<file path="src/hub_cfg_pkg.sv">
// package: register map, field positions, reset values and timing for the interlock block
`default_nettype none
package hub_cfg_pkg;
  // register offsets on the serial configuration port
  localparam logic [7:0] ADDR_INTERLOCK = 8'he7;
  localparam logic [7:0] ADDR_STATUS = 8'he8;
  localparam logic [7:0] ADDR_MASK = 8'he9;
  // interlock field positions
  localparam int OCS_SEL_BIT = 5;
  localparam int PWR_SEL_BIT = 4;
  localparam int HOLD_CONN_BIT = 1;
  localparam int HOLD_CFG_BIT = 0;
  localparam logic [7:0] INTERLOCK_RESET = 8'h32;
  localparam logic [7:0] INTERLOCK_WMASK = 8'h33;
  // status field positions
  localparam int INT_ACTIVE_BIT = 7;
  localparam int SUSP_BIT = 4;
  localparam int CFGD_BIT = 3;
  localparam int PWR_UPD_BIT = 2;
  localparam logic [7:0] EVENT_MASK = 8'h1c;
  localparam logic [7:0] STATUS_RESET = 8'h00;
  localparam logic [7:0] MASK_RESET = 8'h00;
  // configuration timeout
  localparam int CLK_PERIOD_NS = 10;
  localparam int CFG_TIMEOUT_MS = 95;
  localparam int CFG_TIMEOUT_CYCLES = (CFG_TIMEOUT_MS * 1000000) / CLK_PERIOD_NS;
  // hub stages, gray coded along the usual path
  typedef enum logic [1:0] {
    STAGE_CONFIG = 2'b00,
    STAGE_CONNECT = 2'b01,
    STAGE_COMM = 2'b11
  } hub_stage_t;
endpackage
`default_nettype wire

</file>
<file path="src/cfg_timeout.sv">
// configuration timeout counter that flags expiry once
`default_nettype none
module cfg_timeout #(
  parameter int unsigned COUNT = 32'd9500000
) (
  input wire logic ref_clk,
  input wire logic rst,
  input wire logic run,
  output logic expired
);
  localparam int W = $clog2(COUNT + 1);
  logic [W-1:0] cnt_q, cnt_d;
  logic exp_q, exp_d;

  // count while running, latch expiry
  always_comb begin
    cnt_d = cnt_q;
    exp_d = exp_q;
    if (run && !exp_q) begin
      if (cnt_q == W'(COUNT - 1)) begin
        exp_d = 1'b1;
      end else begin
        cnt_d = cnt_q + W'(1);
      end
    end
  end

  always_ff @(posedge ref_clk) begin
    if (rst) begin
      cnt_q <= '0;
      exp_q <= 1'b0;
    end else begin
      cnt_q <= cnt_d;
      exp_q <= exp_d;
    end
  end

  assign expired = exp_q;
endmodule
`default_nettype wire

</file>
<file path="src/hub_config_interlock_irq.sv">
// interlock control, event status and interrupt pin of the hub configuration port
//
// Function
// overcurrent select one uses active-low sense pin, else register over-current bit.
// power switch select one drives port power pin high-active, else pin disabled.
// hold-connect one keeps hub in connect stage until cleared.
// hold-connect zero lets hub advance from connect to communication stage.
// hold-configuration one keeps configuration stage and accepts register writes.
// writing hold-configuration zero leaves configuration stage at once.
// with no write, configuration stage ends only after timeout expires.
// host should write interlock register first, within the timeout.
// host must clear hold-configuration after writing its configuration.
// interlock resets to 0x32: both pins enabled, hold-connect set.
// status top bit reads one while interrupt pin low from unmasked event.
// writing zero to top status bit releases pin; one has no effect.
// suspend flag sets on suspend entry, clears by writing zero.
// host-configured flag sets on configuration, clears by writing zero.
// port-power-update flag sets on update, clears by writing zero.
// event drives interrupt pin low only when its mask bit is one.
// default configuration timeout is about 95 ms.
// reserved bits read zero and ignore writes.
`default_nettype none
module hub_config_interlock_irq
  import hub_cfg_pkg::*;
#(
  parameter int unsigned CFG_TIMEOUT = hub_cfg_pkg::CFG_TIMEOUT_CYCLES
) (
  input wire logic ref_clk,
  input wire logic rst,
  // register port from the serial slave
  input wire logic reg_wr,
  input wire logic reg_rd,
  input wire logic [7:0] reg_addr,
  input wire logic [7:0] reg_wdata,
  output logic [7:0] reg_rdata,
  // hub events, one-cycle pulses from hub logic
  input wire logic suspend_event,
  input wire logic host_configured_event,
  input wire logic port_power_event,
  // register-side over-current and port power control
  input wire logic overcurrent_reg,
  input wire logic port_power_reg,
  // pins
  input wire logic overcurrent_sense_pin_n,
  output logic port_power_pin,
  output logic port_power_pin_oe,
  output logic int_pin_n,
  // resolved state toward the hub
  output logic overcurrent,
  output logic [1:0] hub_stage,
  output logic config_writes_open
);
  import hub_cfg_pkg::*;

  // ----------------------------------------
  // pin synchroniser
  // ----------------------------------------
  logic ocs_meta_q, ocs_sync_q;

  // two flops before anything reads the sense pin
  always_ff @(posedge ref_clk) begin
    if (rst) begin
      ocs_meta_q <= 1'b1;
      ocs_sync_q <= 1'b1;
    end else begin
      ocs_meta_q <= overcurrent_sense_pin_n;
      ocs_sync_q <= ocs_meta_q;
    end
  end

  // ----------------------------------------
  // registers
  // ----------------------------------------
  logic [7:0] ilock_q, ilock_d;
  logic [7:0] status_q, status_d;
  logic [7:0] mask_q, mask_d;
  logic wr_ilock, wr_status, wr_mask;
  logic [7:0] ev_vec;
  logic int_set;

  assign wr_ilock = reg_wr && (reg_addr == ADDR_INTERLOCK);
  assign wr_status = reg_wr && (reg_addr == ADDR_STATUS);
  assign wr_mask = reg_wr && (reg_addr == ADDR_MASK);

  // gather event pulses at their flag positions
  always_comb begin
    ev_vec = 8'h00;
    ev_vec[SUSP_BIT] = suspend_event;
    ev_vec[CFGD_BIT] = host_configured_event;
    ev_vec[PWR_UPD_BIT] = port_power_event;
  end

  // an unmasked event pulls the pin
  assign int_set = |(ev_vec & mask_q & EVENT_MASK);

  // next register values; set wins over a same-cycle clear
  always_comb begin
    ilock_d = ilock_q;
    mask_d = mask_q;
    status_d = status_q;
    if (wr_ilock) begin
      ilock_d = reg_wdata & INTERLOCK_WMASK;
    end
    if (wr_mask) begin
      mask_d = reg_wdata & EVENT_MASK;
    end
    if (wr_status) begin
      // zero clears, one keeps
      status_d = status_q & (reg_wdata | ~(EVENT_MASK | 8'h80));
    end
    status_d = status_d | ev_vec;
    if (int_set) begin
      status_d[INT_ACTIVE_BIT] = 1'b1;
    end
    status_d = status_d & (EVENT_MASK | 8'h80);
  end

  always_ff @(posedge ref_clk) begin
    if (rst) begin
      ilock_q <= INTERLOCK_RESET;
      status_q <= STATUS_RESET;
      mask_q <= MASK_RESET;
    end else begin
      ilock_q <= ilock_d;
      status_q <= status_d;
      mask_q <= mask_d;
    end
  end

  // ----------------------------------------
  // hub stage sequencing
  // ----------------------------------------
  hub_stage_t stage_q, stage_d;
  logic cfg_written_q, cfg_written_d;
  logic tout_expired;

  // timeout runs only while nobody has touched the interlock
  cfg_timeout #(
    .COUNT(CFG_TIMEOUT)
  ) u_timeout (
    .ref_clk(ref_clk),
    .rst(rst),
    .run(stage_q == STAGE_CONFIG && !cfg_written_q),
    .expired(tout_expired)
  );

  // stage transitions
  always_comb begin
    stage_d = stage_q;
    cfg_written_d = cfg_written_q | wr_ilock;
    unique case (stage_q)
      STAGE_CONFIG: begin
        if (wr_ilock && !reg_wdata[HOLD_CFG_BIT]) begin
          stage_d = STAGE_CONNECT;
        end else if (!cfg_written_q && !ilock_q[HOLD_CFG_BIT] && tout_expired) begin
          stage_d = STAGE_CONNECT;
        end
        // held while hold-configuration is set // R5
      end
      STAGE_CONNECT: begin
        if (!ilock_q[HOLD_CONN_BIT]) begin
          stage_d = STAGE_COMM;
        end
        // otherwise held indefinitely // R3
      end
      STAGE_COMM: begin
        stage_d = STAGE_COMM;
      end
      default: begin
        stage_d = STAGE_CONFIG;
      end
    endcase
  end

  always_ff @(posedge ref_clk) begin
    if (rst) begin
      stage_q <= STAGE_CONFIG;
      cfg_written_q <= 1'b0;
    end else begin
      stage_q <= stage_d;
      cfg_written_q <= cfg_written_d;
    end
  end

  // ----------------------------------------
  // registered outputs
  // ----------------------------------------
  logic [7:0] rdata_q, rdata_d;
  logic pwr_q, pwr_d, pwr_oe_q, pwr_oe_d, oc_q, oc_d, int_n_q, int_n_d;
  logic [1:0] stage_out_q;
  logic open_q;

  // read mux, pin muxes and interrupt pin
  always_comb begin
    rdata_d = rdata_q;
    if (reg_rd) begin
      unique case (reg_addr)
        ADDR_INTERLOCK: rdata_d = ilock_q;
        ADDR_STATUS: rdata_d = status_q;
        ADDR_MASK: rdata_d = mask_q;
        default: rdata_d = 8'h00;
      endcase
    end
    oc_d = ilock_q[OCS_SEL_BIT] ? !ocs_sync_q : overcurrent_reg;
    pwr_oe_d = ilock_q[PWR_SEL_BIT];
    pwr_d = ilock_q[PWR_SEL_BIT] && port_power_reg;
    int_n_d = !status_d[INT_ACTIVE_BIT];
  end

  always_ff @(posedge ref_clk) begin
    if (rst) begin
      rdata_q <= 8'h00;
      oc_q <= 1'b0;
      pwr_q <= 1'b0;
      pwr_oe_q <= 1'b0;
      int_n_q <= 1'b1;
      stage_out_q <= STAGE_CONFIG;
      open_q <= 1'b1;
    end else begin
      rdata_q <= rdata_d;
      oc_q <= oc_d;
      pwr_q <= pwr_d;
      pwr_oe_q <= pwr_oe_d;
      int_n_q <= int_n_d;
      stage_out_q <= stage_d;
      open_q <= (stage_d == STAGE_CONFIG);
    end
  end

  assign reg_rdata = rdata_q;
  assign overcurrent = oc_q;
  assign port_power_pin = pwr_q;
  assign port_power_pin_oe = pwr_oe_q;
  assign int_pin_n = int_n_q;
  assign hub_stage = stage_out_q;
  assign config_writes_open = open_q;
endmodule
`default_nettype wire

</file>
<file path="config.mk">
export PLATFORM = sky130hd
export DESIGN_NAME = hub_config_interlock_irq
export DESIGN_NICKNAME = d
export VERILOG_FILES = /design/src/hub_cfg_pkg.sv /design/src/cfg_timeout.sv /design/src/hub_config_interlock_irq.sv
export SDC_FILE = /design/constraint.sdc
export NUM_CORES = 1
export LEC_CHECK = 0
export BUFFER_PORTS_ARGS = -buffer_cell sky130_fd_sc_hd__buf_2
export CAP_MARGIN = 20
export CORE_ASPECT_RATIO = 1.4
export CORE_MARGIN = 5
export CORE_UTILIZATION = 52
export CTS_BUF_LIST = sky130_fd_sc_hd__clkbuf_2 sky130_fd_sc_hd__clkbuf_4 sky130_fd_sc_hd__clkbuf_8
export DETAILED_ROUTE_END_ITERATION = 8
export PLACE_DENSITY = 0.74
export SYNTH_ARGS = -nofsm -noshare
export SYNTH_HDL_FRONTEND = slang
export SYNTH_HIERARCHICAL = 1
export SYNTH_SLANG_ARGS = --single-unit
</file>
<file path="constraint.sdc">
create_clock -name ref_clk -period 1.9 [get_ports ref_clk]
set_input_delay 0.095 -clock ref_clk [delete_from_list [all_inputs] [get_ports ref_clk]]
set_output_delay 0.095 -clock ref_clk [all_outputs]
set_load 0.03 [all_outputs]
</file>
* Word level (Yosys, flattened, before mapping)
Cells that the tools add are included.
Storage, ports and cells: bits in registers 58, output and inout port bits 15, word-level logic and storage cells 56, input port bits 26
Cells by class: add/subtract/negate cells 1, eq/ne operators 6, reduce and logical (&&, ||, !) cells 20, muxes and demuxes 8, bitwise logic cells 5
Operators by type and width (count):
- adder 24 x 1 -> 24 bit (second input constant) | 1
- == test 24 bit (second input constant) | 1
- == test 8 bit (second input constant) | 3
- one-hot mux 8 bit (3 select lines) | 1
- logical AND 1 bit | 9
- bitwise AND 8 bit | 1
- 2-to-1 mux 8 bit | 1
- OR 8 x 5 -> 8 bit | 1
- zero test 1 bit | 6
- 2-to-1 mux 2 bit | 3
- one-hot mux 2 bit (3 select lines) | 1
- bitwise AND 5 bit | 1
- zero test 2 bit | 2
- AND reduction 2 bit | 2
- OR reduction 3 bit | 1
- == test 2 x 1 -> 1 bit (second input constant) | 1
- == test 2 bit (second input constant) | 1
- 2-to-1 mux 1 bit | 2
- inverter 1 bit | 1
- OR 1 bit | 1

* Longest topological paths before layout
word-level depth 7, depth in mapped cells 8

* Modules after synthesis
Netlist, hierarchy kept.
By module, submodules not included:
- cfg_timeout | area an instance 1313.8 um^2, seq. area each 500.5 um^2, times used 1, cells each 155
- hub_config_interlock_irq | area an instance 1179.9 um^2, seq. area each 560.5 um^2, times used 1, cells each 124

* Worst setup path after synthesis
No wires, ideal clock.
path type register -> register, start point reg u_timeout.cnt_q[5], end point reg u_timeout.cnt_q[1], path slack -0.150 ns, required time 1.771 ns, cell stages (with the launch flop) 8, setup time 0.129 ns, data arrival time 1.921 ns, path through dfxtp_1 or4b_1 or4_4 o21ai_4 buf_6 buf_8 mux2i_1 nor2_1
Between the ends: longest elaborated chain between the ends 3
Ends and longest elaborated chain:
- from (decl) | line cfg_timeout.sv:12 | logic [W-1:0] cnt_q, cnt_d;
- from (signal assigned) | line cfg_timeout.sv:33 | cnt_q <= cnt_d;
- == test 24 bit | line cfg_timeout.sv:20 | if (cnt_q == W'(COUNT - 1)) begin
- inverter 1 bit (no line)
- AND reduction 2 bit (no line)
No other way between the ends. A chain may end at the register's enable or synchronous reset.

* Worst setup path after layout
start point reg u_timeout.cnt_q[22], end point reg u_timeout.cnt_q[1]
Same word-level chain as after synthesis.

==> flow_summary.ini <==
[layout]
final_common_cell = dfxtp_1
final_net_count = 361
final-instance-count-excl-fill = 397
antenna_cell_count = 0
final_std_cell_area_no_fill_mm2 = 0.00302
max_flop_register = u_timeout/cnt_q
area.growth.synth_to_final_pct = 21.1
max_ffs_per_register = 24
final_cell_mix = dfxtp_1, buf_2, nor2_1
fraction_of_layout_cells_with_a_size_suffix_above_1_pct = 27.2
fillers = 450

[critical_path]
reg_to_reg_start = u_timeout/cnt_q[22]
critical_path.startpoint = u_timeout/cnt_q[22]
worst-path-max-fanout = 5
delay_contributed_by_the_slowest_stage_of_the_critical_path_ps = 530
standard_cell_with_the_maximum_stage_delay_on_the_critical_path = or4b_4
crit-reg2reg-capture = u_timeout/cnt_q[1]
regToRegSetupSlack_ps = -100
cp.required_ps = 2080
critical_path_cell_sequence = or4b_4, or4_4, o21ai_4, buf_6, mux2i_1, nor2_1
start_kind = flop
endpoint_kind = flop
worstPathArrival_ps = 2180
timing.setup.critical_path_class = reg -> reg
worst-r2r-cell-count = 6

[detailed_routing]
detailroute.via_count = 2290
wl_per_cell_um = 14.1
routed_wirelength_um = 5610
drt-pass1-iter-count = 4
postRouteAntennaNets = 0
drc = 0
detail_route.vias_per_cell = 5.77
drtIter0Drc = 159

[timing]
final_min_period_over_clock_period_pct = 105
hold_viol_final = 0
layout_setup_ws_ps = -96.8
minimum_period_implied_by_the_final_worst_setup_slack_ps = 2000
slew_viol_final = 0
setup_viol = 19
worst_clock_skew_ps = 8.00
setup-tns-final_ps = -1190
rsz_0062_raised_after_global_routing = yes
max_clock_freq_mhz = 501

[die]
core_region_area_mm2 = 0.00461
die_height_um = 91.9
io-pin-count = 41
placement_rows = 29
die_x_extent_um = 68.5
start_util_pct = 54.1
floorplan.die_area_mm2 = 0.00630

[synth]
yosys.cell_types.count = 57
dominantRegCellSynth = dfxtp_1
number_of_flops_mapped_to_enable_cells_by_yosys = 0
synth_seq_area_share_pct = 42.5
syn-cell-area_mm2 = 0.00249
syn-num-nets = 306
yosys_register_bits = 53
synth-warning-count = 6
synth_async_sr_flop_share_pct = 0
synthesis.instances = 279
avgSynthCellArea_um2 = 8.94

[clocking]
cts.sink_count = 53
clkLatencyLatePin_ps = 300
clk_path_buf_depth = 2
cts.root.buffer_cell = clkbuf_8
cts_buffers = 5
clock_tree.htree_level_count = 2
path_clk_slew_ps = 100
tritoncts = yes
cts_setup_buffers = 0

[hold_path]
min_path_type = in -> reg
min_from = overcurrent_reg
hold_end = overcurrent
min_path_cells = 3

[global_routing]
overflow = 0
grt_start_max_net_pins = 40
first_global_vias = 2192
grt_pass1_wl_um = 9560
grt_use_total_pct = 18.9
antenna_violations_before_repair = 0

[placed_design]
detailed_place.area_mm2 = 0.00288
post-place-ws_ps = -101
globalplace.congestion = 0.798
placement.io_buffers = 38
dp.final_hpwl_um = 4110
dp_cells = 386

[pwr]
vdd_ir_drop_max_uv = 479
power_leakage_uw = 0.00114
pwr_density_cell_mw_per_mm2 = 640
post-layout-total-power_uw = 1930

[outcome]
violations = setup timing
outcome = complete, but fails checks

[job]
count_of_max_cap_constraint_violations = 0
repair_timing:
item | CTS | global route
endpoints found under the hold margin | 2 | 0
resized for setup | 2 | 2
hold buffers | 2 | 0
endpoints found under the setup margin | 19 | 20
pin swaps | 0 | 1
cloned | 1 | 0
kinds of logic after synthesis:
family | count (synthesis) | share of synthesized area (%)
other cells | 1 | 0.150
xor+xnor | 7 | 2.46
flops | 53 | 42.5
compound gates | 64 | 18.1
simple gates | 117 | 27.4
buf+inv | 27 | 5.22
mux | 9 | 3.61
fa+ha+maj | 1 | 0.502
how the worst max path moves through the flow:
stage | end | slack (ps) | depth (start not counted)
after floorplan | u_timeout/cnt_q[1] | -120 | 7
after global placement | u_timeout/cnt_q[16] | -70 | 6
after detailed placement | u_timeout/cnt_q[16] | -100 | 6
after CTS | u_timeout/cnt_q[22] | -100 | 6
after global routing | u_timeout/cnt_q[1] | -190 | 6
final | u_timeout/cnt_q[1] | -100 | 6
critical path: cells and delay by family, from the launching register on:
| family | cells | cell delay (ps) |
|---|---|---|
| DFF | 1 | 320 |
| buffers and inverters | 1 | 150 |
| muxes | 1 | 190 |
| and+or+nand+nor | 3 | 1030 |
| AOI/OAI and AO/OA | 1 | 190 |
layer usage:
metal / global-route usage [%] / share of wire [%] / up-vias
met5: 0 / 0 / -
met4: 5.64 / 1.1 / 0
li1: - / - / 1148
met2: 33.5 / 56 / 55
met3: 3.67 / 3.8 / 6
met1: 22.2 / 39 / 1081
report_power, final:
part	switching, µW	leakage (µW)	internal, µW
Sequential	9.57	0.000431	1130
Combinational	77.4	0.000660	62.8
Clock	361	0.0000512	296
Total	448	0.00114	1490
cells in the mapped netlist (2+ instances only):
| library cell | instances | area share, % |
|---|---|---|
| a41oi_1 | 3 | 1.1 |
| nand4_1 | 16 | 4.0 |
| nor2_1 | 27 | 4.1 |
| and4b_1 | 2 | 0.80 |
| clkbuf_1 | 11 | 1.7 |
| xor2_1 | 4 | 1.4 |
| o41ai_1 | 3 | 1.1 |
| or3_1 | 5 | 1.3 |
| nor4_1 | 3 | 0.75 |
| o31ai_1 | 12 | 3.6 |
| o21bai_1 | 3 | 0.90 |
| nor3_1 | 2 | 0.40 |
| buf_2 | 5 | 1.0 |
| nand2_1 | 14 | 2.1 |
| o21ai_1 | 6 | 1.2 |
| xnor2_1 | 3 | 1.1 |
| nor2b_1 | 4 | 1.0 |
| inv_1 | 7 | 1.1 |
| nor4b_1 | 3 | 1.1 |
| and4_1 | 3 | 1.1 |
| dfxtp_1 | 53 | 43 |
| nand2b_1 | 6 | 1.5 |
| a2bb2oi_1 | 2 | 0.70 |
| nand3_1 | 7 | 1.4 |
| or4_1 | 10 | 3.0 |
| mux2i_1 | 9 | 3.6 |
| a21oi_1 | 21 | 4.2 |
| a21oi_2 | 2 | 0.70 |
| and3_1 | 3 | 0.75 |
| a31oi_1 | 2 | 0.50 |
| or2_2 | 2 | 0.50 |
final cells by class:
class | instances | area [µm²] | share of cell area [%]
clock inverters | 2 | 13.8 | 0.456
repair buffers | 68 | 429 | 14.2
inverters | 7 | 26.3 | 0.870
well taps | 62 | 77.6 | 2.57
multi-input cells | 199 | 1330 | 43.9
flip-flops and latches | 53 | 1060 | 35.3
clock buffers | 6 | 82.6 | 2.73
stage by stage:
stage	hold WS, ps	utilization [%]
floorplan	174	-
global placement	279	62.6
detailed placement	280	62.6
CTS	19.7	65.4
global route	47.2	65.5
finish	28.0	65.5
Note: power is estimated with default switching activity, not from simulation.
